File: config.mk
export PLATFORM = sky130hd
export DESIGN_NAME = bst_tap
export DESIGN_NICKNAME = d
export VERILOG_FILES = /design/src/rtl/bst_pkg.sv /design/src/rtl/bst_tap.sv
export SDC_FILE = /design/constraint.sdc
export NUM_CORES = 1
export LEC_CHECK = 0
export BUFFER_PORTS_ARGS = -buffer_cell sky130_fd_sc_hd__buf_4
export CORE_UTILIZATION = 59
export CTS_CLUSTER_DIAMETER = 100
export DETAILED_ROUTE_END_ITERATION = 10
export GPL_TIMING_DRIVEN = 0
export PLACE_DENSITY = 0.84
export SYNTH_ARGS = -nofsm -noshare
export SYNTH_HDL_FRONTEND = slang
export SYNTH_SLANG_ARGS = --single-unit
File: constraint.sdc
create_clock -name clk -period 3.48 [get_ports clk]
set_clock_uncertainty 0.2 [all_clocks]
set_input_delay 0.174 -clock clk [delete_from_list [all_inputs] [get_ports clk]]
set_output_delay 0.174 -clock clk [all_outputs]
set_load 0.05 [all_outputs]
File: src/rtl/bst_pkg.sv
/*
 * constants, instruction codes, tap states and carrier structs for the
 * boundary scan tap block.
 * assumes one system clock; the scan clock is only a sampled input.
 */
package bst_pkg;

   // ***********************************************
   // ring geometry
   // ***********************************************
   localparam int N_TOP = 2;
   localparam int N_LEFT = 2;
   localparam int N_BOT = 2;
   localparam int N_RIGHT = 2;
   localparam int N_IOB = N_TOP + N_LEFT + N_BOT + N_RIGHT;
   localparam int TDO_EN_BIT = 0;
   localparam int TDO_OUT_BIT = 1;
   localparam int IOB_BASE = 2;
   localparam int CELL_IN = 0;
   localparam int CELL_OUT = 1;
   localparam int CELL_OE = 2;
   localparam int MODE_BIT = IOB_BASE + 3 * (N_TOP + N_LEFT);
   localparam int BSR_LEN = IOB_BASE + 3 * N_IOB + 1;
   localparam int SYNC_W = N_IOB + 4;

   // ***********************************************
   // instruction register
   // ***********************************************
   localparam int IR_LEN = 5;
   localparam logic [4:0] IR_CAPTURE = 5'h01;
   localparam logic [4:0] I_EXTEST = 5'h00;
   localparam logic [4:0] I_SAMPLE = 5'h01;
   localparam logic [4:0] I_USER_CHAIN_ONE = 5'h02;
   localparam logic [4:0] I_USER_CHAIN_TWO = 5'h03;
   localparam logic [4:0] I_CONFIG_READBACK = 5'h04;
   localparam logic [4:0] I_CONFIG_LOAD = 5'h05;
   localparam logic [4:0] I_INTEST = 5'h07;
   localparam logic [4:0] I_USER_CODE_READ = 5'h08;
   localparam logic [4:0] I_ID_READ = 5'h09;
   localparam logic [4:0] I_OUTPUTS_OFF_BYPASS = 5'h0a;
   localparam logic [4:0] I_STARTUP_CLOCKING = 5'h0c;
   localparam logic [4:0] I_BYPASS = 5'h1f;
   // arbitrary identification value, lsb set as the scan standard wants
   localparam logic [31:0] ID_CODE = 32'h0a5a_5001;

   typedef enum logic [3:0] {
      TLR = 4'h0, RTI = 4'h1, SEL_DR = 4'h2, CAP_DR = 4'h3,
      SH_DR = 4'h4, EX1_DR = 4'h5, PA_DR = 4'h6, EX2_DR = 4'h7,
      UPD_DR = 4'h8, SEL_IR = 4'h9, CAP_IR = 4'ha, SH_IR = 4'hb,
      EX1_IR = 4'hc, PA_IR = 4'hd, EX2_IR = 4'he, UPD_IR = 4'hf
   } bst_tap_e;

   typedef enum logic [2:0] {
      P_BYP = 3'h0, P_BSR = 3'h1, P_ID = 3'h2, P_USER = 3'h3,
      P_CFG_RD = 3'h4, P_CFG_WR = 3'h5
   } bst_path_e;

   typedef struct packed {
      logic reset;
      logic capture;
      logic shift;
      logic update;
      logic sel_one;
      logic sel_two;
      logic tdi;
   } bst_user_s;

   typedef struct packed {
      logic valid;
      logic data;
   } bst_cfg_s;

endpackage

File: src/rtl/bst_tap.sv
/* boundary scan tap: tap controller, 5-bit instruction register, bypass, id / user code,
 * boundary chain, user chain hooks, config bus access. assumes tck, tms, tdi, pads and the
 * mode pin are asynchronous to clk and tck is far slower (at least 8 clk per tck phase). */
// What this block does
// - five bit instruction; extest 00000, sample 00001, bypass 11111
// - codes 00010 and 00011 route the first and second user chains
// - 00100 reads configuration bus, 00101 loads configuration data
// - intest unsupported; extest captures core outputs of unused blocks
// - 01000 shifts out user code, 01001 shifts out identification code
// - public instructions work before configuration
// - after configuration public and user code instructions both work
// - user hooks show reset, update and shift tap states
// - each block gives input, output, enable cells, three bits each
// - input-only pins use only input cell; output-only use all three
// - every block, bonded or not, sits in one chain as tri-state cell
// - bit 0 tdo enable, bit 1 tdo output, top r-l, left t-b
// - then mode input cell, bottom l-r, right b-t, ending at tdi
// - bidirectional test stays usable after configuration
`timescale 1ns/1ps
module bst_tap
   import bst_pkg::*;
(
   // clock and reset
   input wire logic clk,
   input wire logic reset,
   // scan port pins
   input wire logic tck,
   input wire logic tms,
   input wire logic tdi,
   output logic tdo,
   output logic tdo_oe,
   // configuration side
   input wire logic configured,
   input wire logic [31:0] user_code,
   input wire logic cfg_rd_bit,
   output logic cfg_rd_next,
   output bst_cfg_s cfg_wr,
   output logic startup_step,
   // pads and core
   input wire logic mode_pin,
   input wire logic [N_IOB-1:0] pad_in,
   output logic [N_IOB-1:0] pad_out,
   output logic [N_IOB-1:0] pad_oe,
   input wire logic [N_IOB-1:0] core_out,
   input wire logic [N_IOB-1:0] core_oe,
   input wire logic [N_IOB-1:0] in_only,
   output logic [N_IOB-1:0] core_in,
   // user scan chains
   output bst_user_s user_hook,
   input wire logic user_tdo_one,
   input wire logic user_tdo_two
);
   // ***********************************************
   // pin synchronisers
   // ***********************************************
   logic [SYNC_W-1:0] meta_q, sync_q;
   logic tck_prev_q;
   logic tck_s, tms_s, tdi_s, mode_s;
   logic [N_IOB-1:0] pad_s;
   logic tck_rise, tck_fall;

   // first stage feeds only the second stage
   always_ff @(posedge clk) begin
      if (reset) begin
         meta_q <= '0;
         sync_q <= '0;
         tck_prev_q <= 1'b0;
      end else begin
         meta_q <= {pad_in, mode_pin, tdi, tms, tck};
         sync_q <= meta_q;
         tck_prev_q <= sync_q[0];
      end
   end

   assign tck_s = sync_q[0];
   assign tms_s = sync_q[1];
   assign tdi_s = sync_q[2];
   assign mode_s = sync_q[3];
   assign pad_s = sync_q[SYNC_W-1:4];
   assign tck_rise = tck_s & ~tck_prev_q;
   assign tck_fall = ~tck_s & tck_prev_q;
   // ***********************************************
   // tap controller
   // ***********************************************
   bst_tap_e state_q, state_d;

   // standard sixteen state walk; tms sampled with tck on the same stages
   always_comb begin
      unique case (state_q)
         TLR: state_d = tms_s ? TLR : RTI;
         RTI: state_d = tms_s ? SEL_DR : RTI;
         SEL_DR: state_d = tms_s ? SEL_IR : CAP_DR;
         CAP_DR: state_d = tms_s ? EX1_DR : SH_DR;
         SH_DR: state_d = tms_s ? EX1_DR : SH_DR;
         EX1_DR: state_d = tms_s ? UPD_DR : PA_DR;
         PA_DR: state_d = tms_s ? EX2_DR : PA_DR;
         EX2_DR: state_d = tms_s ? UPD_DR : SH_DR;
         UPD_DR: state_d = tms_s ? SEL_DR : RTI;
         SEL_IR: state_d = tms_s ? TLR : CAP_IR;
         CAP_IR: state_d = tms_s ? EX1_IR : SH_IR;
         SH_IR: state_d = tms_s ? EX1_IR : SH_IR;
         EX1_IR: state_d = tms_s ? UPD_IR : PA_IR;
         PA_IR: state_d = tms_s ? EX2_IR : PA_IR;
         EX2_IR: state_d = tms_s ? UPD_IR : SH_IR;
         UPD_IR: state_d = tms_s ? SEL_DR : RTI;
      endcase
   end
   always_ff @(posedge clk) begin
      if (reset) begin
         state_q <= TLR;
      end else if (tck_rise) begin
         state_q <= state_d;
      end
   end
   // ***********************************************
   // instruction register and decode
   // ***********************************************
   logic [IR_LEN-1:0] ir_sh_q, instr_q;
   bst_path_e path;
   logic user_ok;

   always_ff @(posedge clk) begin
      if (reset) begin
         ir_sh_q <= IR_CAPTURE;
         instr_q <= I_ID_READ;
      end else if (tck_rise) begin
         if (state_q == CAP_IR) begin
            ir_sh_q <= IR_CAPTURE;
         end else if (state_q == SH_IR) begin
            ir_sh_q <= {tdi_s, ir_sh_q[IR_LEN-1:1]};
         end
         if (state_d == TLR) begin
            instr_q <= I_ID_READ;
         end else if (state_q == UPD_IR) begin
            instr_q <= ir_sh_q;
         end
      end
   end

   // user codes only exist once configuration has installed them
   assign user_ok = configured;

   // public codes never look at configured, so they work at any time
   always_comb begin
      unique case (instr_q)
         I_EXTEST, I_SAMPLE: path = P_BSR;
         I_ID_READ: path = P_ID;
         I_USER_CODE_READ: path = user_ok ? P_ID : P_BYP;
         I_USER_CHAIN_ONE, I_USER_CHAIN_TWO: path = user_ok ? P_USER : P_BYP;
         I_CONFIG_READBACK: path = P_CFG_RD;
         I_CONFIG_LOAD: path = P_CFG_WR;
         default: path = P_BYP;
      endcase
   end
   // ***********************************************
   // data registers
   // ***********************************************
   logic byp_q;
   logic [31:0] id_sh_q;
   logic [BSR_LEN-1:0] bsr_sh_q, bsr_upd_q, bsr_cap;
   logic tdo_q, tdo_oe_q;

   // fixed ring cells: tdo pair at the tdo end, mode cell mid ring
   assign bsr_cap[TDO_EN_BIT] = tdo_oe_q;
   assign bsr_cap[TDO_OUT_BIT] = tdo_q;
   assign bsr_cap[MODE_BIT] = mode_s;

   always_ff @(posedge clk) begin
      if (reset) begin
         byp_q <= 1'b0;
         id_sh_q <= '0;
         bsr_sh_q <= '0;
      end else if (tck_rise) begin
         if (state_q == CAP_DR) begin
            byp_q <= 1'b0;
            id_sh_q <= (instr_q == I_ID_READ) ? ID_CODE : user_code;
            if (path == P_BSR) begin
               bsr_sh_q <= bsr_cap;
            end
         end else if (state_q == SH_DR) begin
            byp_q <= tdi_s;
            id_sh_q <= {tdi_s, id_sh_q[31:1]};
            if (path == P_BSR) begin
               bsr_sh_q <= {tdi_s, bsr_sh_q[BSR_LEN-1:1]};
            end
         end
      end
   end

   // update cells change only in update-dr, so preload under sample is safe
   always_ff @(posedge clk) begin
      if (reset) begin
         bsr_upd_q <= '0;
      end else if (tck_rise && state_q == UPD_DR && path == P_BSR) begin
         bsr_upd_q <= bsr_sh_q;
      end
   end
   // ***********************************************
   // pad cells, one per block in ring order
   // ***********************************************
   logic [N_IOB-1:0] pad_out_q, pad_oe_q, core_in_q;
   logic extest, outputs_off;

   // extest and the pad override do not depend on configured
   assign extest = (instr_q == I_EXTEST);
   assign outputs_off = (instr_q == I_OUTPUTS_OFF_BYPASS);

   for (genvar k = 0; k < N_IOB; k++) begin : g_iob
      localparam int B = IOB_BASE + 3 * k + ((k >= N_TOP + N_LEFT) ? 1 : 0);
      // captured out cell is the core output, so unused blocks expose logic
      assign bsr_cap[B + CELL_IN] = pad_s[k];
      assign bsr_cap[B + CELL_OUT] = core_out[k];
      assign bsr_cap[B + CELL_OE] = core_oe[k];

      always_ff @(posedge clk) begin
         if (reset) begin
            pad_out_q[k] <= 1'b0;
            pad_oe_q[k] <= 1'b0;
            core_in_q[k] <= 1'b0;
         end else begin
            core_in_q[k] <= pad_s[k];
            if (extest) begin
               pad_out_q[k] <= bsr_upd_q[B + CELL_OUT];
               pad_oe_q[k] <= bsr_upd_q[B + CELL_OE] & ~in_only[k];
            end else begin
               pad_out_q[k] <= core_out[k];
               pad_oe_q[k] <= core_oe[k] & ~outputs_off;
            end
         end
      end
   end
   // ***********************************************
   // tdo, user hooks, configuration bus
   // ***********************************************
   logic dr_lsb;
   bst_user_s user_q;
   bst_cfg_s cfg_q;
   logic cfg_rd_next_q, startup_q;

   always_comb begin
      unique case (path)
         P_BSR: dr_lsb = bsr_sh_q[0];
         P_ID: dr_lsb = id_sh_q[0];
         P_USER: dr_lsb = (instr_q == I_USER_CHAIN_ONE) ? user_tdo_one : user_tdo_two;
         P_CFG_RD: dr_lsb = cfg_rd_bit;
         default: dr_lsb = byp_q;
      endcase
   end

   // tdo moves on the falling edge so the tester samples a settled bit
   always_ff @(posedge clk) begin
      if (reset) begin
         tdo_q <= 1'b0;
         tdo_oe_q <= 1'b0;
      end else if (tck_fall) begin
         tdo_q <= (state_q == SH_IR) ? ir_sh_q[0] : dr_lsb;
         tdo_oe_q <= (state_q == SH_IR) || (state_q == SH_DR);
      end
   end

   // hooks are levels that follow the tap state one clk late
   always_ff @(posedge clk) begin
      if (reset) begin
         user_q <= '0;
      end else begin
         user_q.reset <= (state_q == TLR);
         user_q.capture <= (state_q == CAP_DR);
         user_q.shift <= (state_q == SH_DR);
         user_q.update <= (state_q == UPD_DR);
         user_q.sel_one <= (path == P_USER) && (instr_q == I_USER_CHAIN_ONE);
         user_q.sel_two <= (path == P_USER) && (instr_q == I_USER_CHAIN_TWO);
         user_q.tdi <= tdi_s;
      end
   end

   // config strobes are one clk pulses per shifted bit; startup_step pulses once per run-idle rise while the startup code is loaded
   always_ff @(posedge clk) begin
      if (reset) begin
         cfg_q <= '0;
         cfg_rd_next_q <= 1'b0;
         startup_q <= 1'b0;
      end else begin
         cfg_q.valid <= tck_rise && state_q == SH_DR && path == P_CFG_WR;
         cfg_q.data <= tdi_s;
         cfg_rd_next_q <= tck_rise && state_q == SH_DR && path == P_CFG_RD;
         startup_q <= tck_rise && state_q == RTI && instr_q == I_STARTUP_CLOCKING;
      end
   end
   assign tdo = tdo_q;
   assign tdo_oe = tdo_oe_q;
   assign pad_out = pad_out_q;
   assign pad_oe = pad_oe_q;
   assign core_in = core_in_q;
   assign user_hook = user_q;
   assign cfg_wr = cfg_q;
   assign cfg_rd_next = cfg_rd_next_q;
   assign startup_step = startup_q;
endmodule

==> out/metrics.cfg <==
[synthesis]
syn_nets = 765
synth-seq-cells = 151
synth_top_flop_cell = dfxtp_1
synth_cell_types = 61
yosysWarnings = 0
synth_async_sr_flop_share = 0
synth_area_um2 = 6080
yosysSeqAreaShare = 0.497
syn_inst = 691
synth_edf_count = 0
synth.avg_cell_area_um2 = 8.80

[timing]
tightest_slew_ps = 675
maxSlewHeadroom = 0.550
slew_violations = 0
fin_crit_ps = 2620
final-setup-viol-count = 0
finalHoldViolCount = 0
rsz0062_at_grt = false
tns_ps = 0
min_period_over_period = 0.753
max_freq_mhz = 382

[global_route]
grt_first_pass_wirelength_um = 30200
gr-usage-all-layers = 0.358
antenna_found_initial = 0
grt-ovfl-total = 0
grt_max_degree = 17
grt_pass1_vias = 6115

[power]
max-vdd-ir-drop_mv = 0.285
leakage_nw = 3.21
power_mw = 3.97
p_per_area_nw_per_um2 = 475

[setup_path]
startpoint_type = flop
worstPathMaxFanout = 10
ff2ff_setup_slack_ps = 860
r2r-end = pad_oe[1]
arrival_ps = 2890
required_ps = 3750
reg2reg_depth = 8
cp-end-kind = flop
setup.worst_path.class = reg -> reg
rr_startpoint = instr_q[4]

[clock_tree]
cts_max_path_buffers = 2
root_buffer = clkbuf_8
cts.clk_slew.worst_paths_ps = 70
cts.repair.resized = 0
cts_buffers = 17
cts_max_level = 4
clock_sinks = 151
cts_tree = done
insertion_delay_ps = 540

[place]
hpwl_um = 11200
io_buffers = 110
place.gp.congestion = 0.848
placed_area_um2 = 7070

[cells_and_area]
nFillCells = 532
final_cell_area_um2 = 8370
synthToLayoutAreaGrowth_pct = 37.8
antenna_cells = 0
layout.nets = 964
drive_gt1_frac = 0.224
layout_common_cells = dfxtp_1, nand2_1, buf_4
fin_util = 0.849
final_common_cell = dfxtp_1

[route]
drc = 0
vias = 6150
wirelength_um = 19000
drt_iter0_markers = 538
antenna_left = 0
dr.pass1.iters = 5
wl_per_cell_um = 18.3
via_per_inst = 5.94

[run]
cap_viol_max_count = 0

[min_path]
min_from = cfg_rd_bit
hold_end = tdo
hp-class = in -> reg
hold_depth = 5

[die]
die_y_um = 104
die_area_um2 = 10700
die_w_um = 104
start_util = 0.616
core_um2 = 9860
row_count = 36
pin_count = 111

[outcome]
status = finished, final reports clean

[registers in the layout, indices dropped and copies added, names as in the netlist, 6 cells and up]
register	cells
bsr_sh_q	27
pad_oe	8
sync_q	12
pad_out	8
core_in	8
meta_q	12
id_sh_q	32
bsr_upd_q	16
user_hook	6
[worst max-delay path, stage by stage (launching register included)]
cell and delay [ps]:
dfxtp_1 300, buf_2 180, nor3_1 300, and2_1 170, clkbuf_1 280, buf_2 300
a32oi_1 150, dlygate4sd3_1 600, nor2_1 80
[metrics by stage]
step / worst slack [ps] / std cells / hold WS, ps
final: 861 / 1036 / 19.4
after global routing: 684 / 1036 / 42.5
after CTS: 922 / 1036 / 3.19
after detailed placement: 1320 / 934 / 190
after global placement: 1340 / 934 / 184
after floorplan: 1620 / 691 / 102
[repair_timing]
action,4_1_cts,5_1_grt
setup buffers,0,0
hold endpoints to repair,87,0
hold buffers,70,0
[how the worst max path moves through the flow]
stage	from	cells past startpoint	slack (ps)	endpoint
floorplan	state_q[1]	7	1620	bsr_upd_q[13]
global placement	reset	5	1340	pad_out[7]
detailed placement	reset	5	1320	pad_out[7]
CTS	instr_q[4]	8	920	pad_oe[0]
global route	instr_q[4]	8	680	pad_oe[1]
finish	instr_q[4]	8	860	pad_oe[1]
[per-layer routing]
layer / global-route usage / part of all wire / up-vias
met2: 0.604 / 0.49 / 352
met4: 0.185 / 0.035 / 0
li1: - / - / 2816
met1: 0.435 / 0.39 / 2919
met3: 0.0692 / 0.082 / 63
met5: 0 / 0 / -
[synth_stat cells (5+ instances only)]
cell type	count	share of area
buf_1	5	0.0031
a32oi_1	10	0.014
buf_2	18	0.015
o21ai_0	5	0.0041
nor2_1	77	0.048
nor2b_1	40	0.041
clkbuf_1	26	0.016
nand2_2	11	0.011
nor3_1	28	0.023
inv_1	14	0.0086
dfxtp_1	151	0.50
mux2i_1	5	0.0082
a21oi_2	10	0.014
a21oi_1	36	0.030
buf_4	5	0.0062
nand2b_1	7	0.0072
a311oi_1	30	0.043
a221oi_1	22	0.032
o221ai_1	10	0.014
nand3_1	6	0.0049
nand2_1	116	0.072
[logic make-up (layout without fill, tap and decap cells)]
logic type	count (synthesis)	in the layout	synth area share
compound gates	144	144	0.182
xor+xnor	1	1	0.00144
buf+inv	72	284	0.0562
flops	151	151	0.497
mux	7	7	0.0119
simple gates	316	316	0.252
[cell type report]
class | count | area [µm²] | area share
sequential | 151 | 3020 | 0.361
timing repair buffer | 180 | 1530 | 0.182
inverter | 14 | 52.6 | 0.00628
clock buffer | 19 | 432 | 0.0516
multi-input combinational | 468 | 2710 | 0.324
buffer | 58 | 289 | 0.0345
tap | 133 | 166 | 0.0199
clock inverter | 13 | 170 | 0.0203
[power breakdown]
part,internal (mW),switching [mW],total (mW),leakage [nW]
sequential,1.76,0.0141,1.77,1.23
clock,1.12,0.765,1.89,0.291
combinational,0.153,0.161,0.314,1.69
Note: power is estimated with default switching activity, not from simulation.
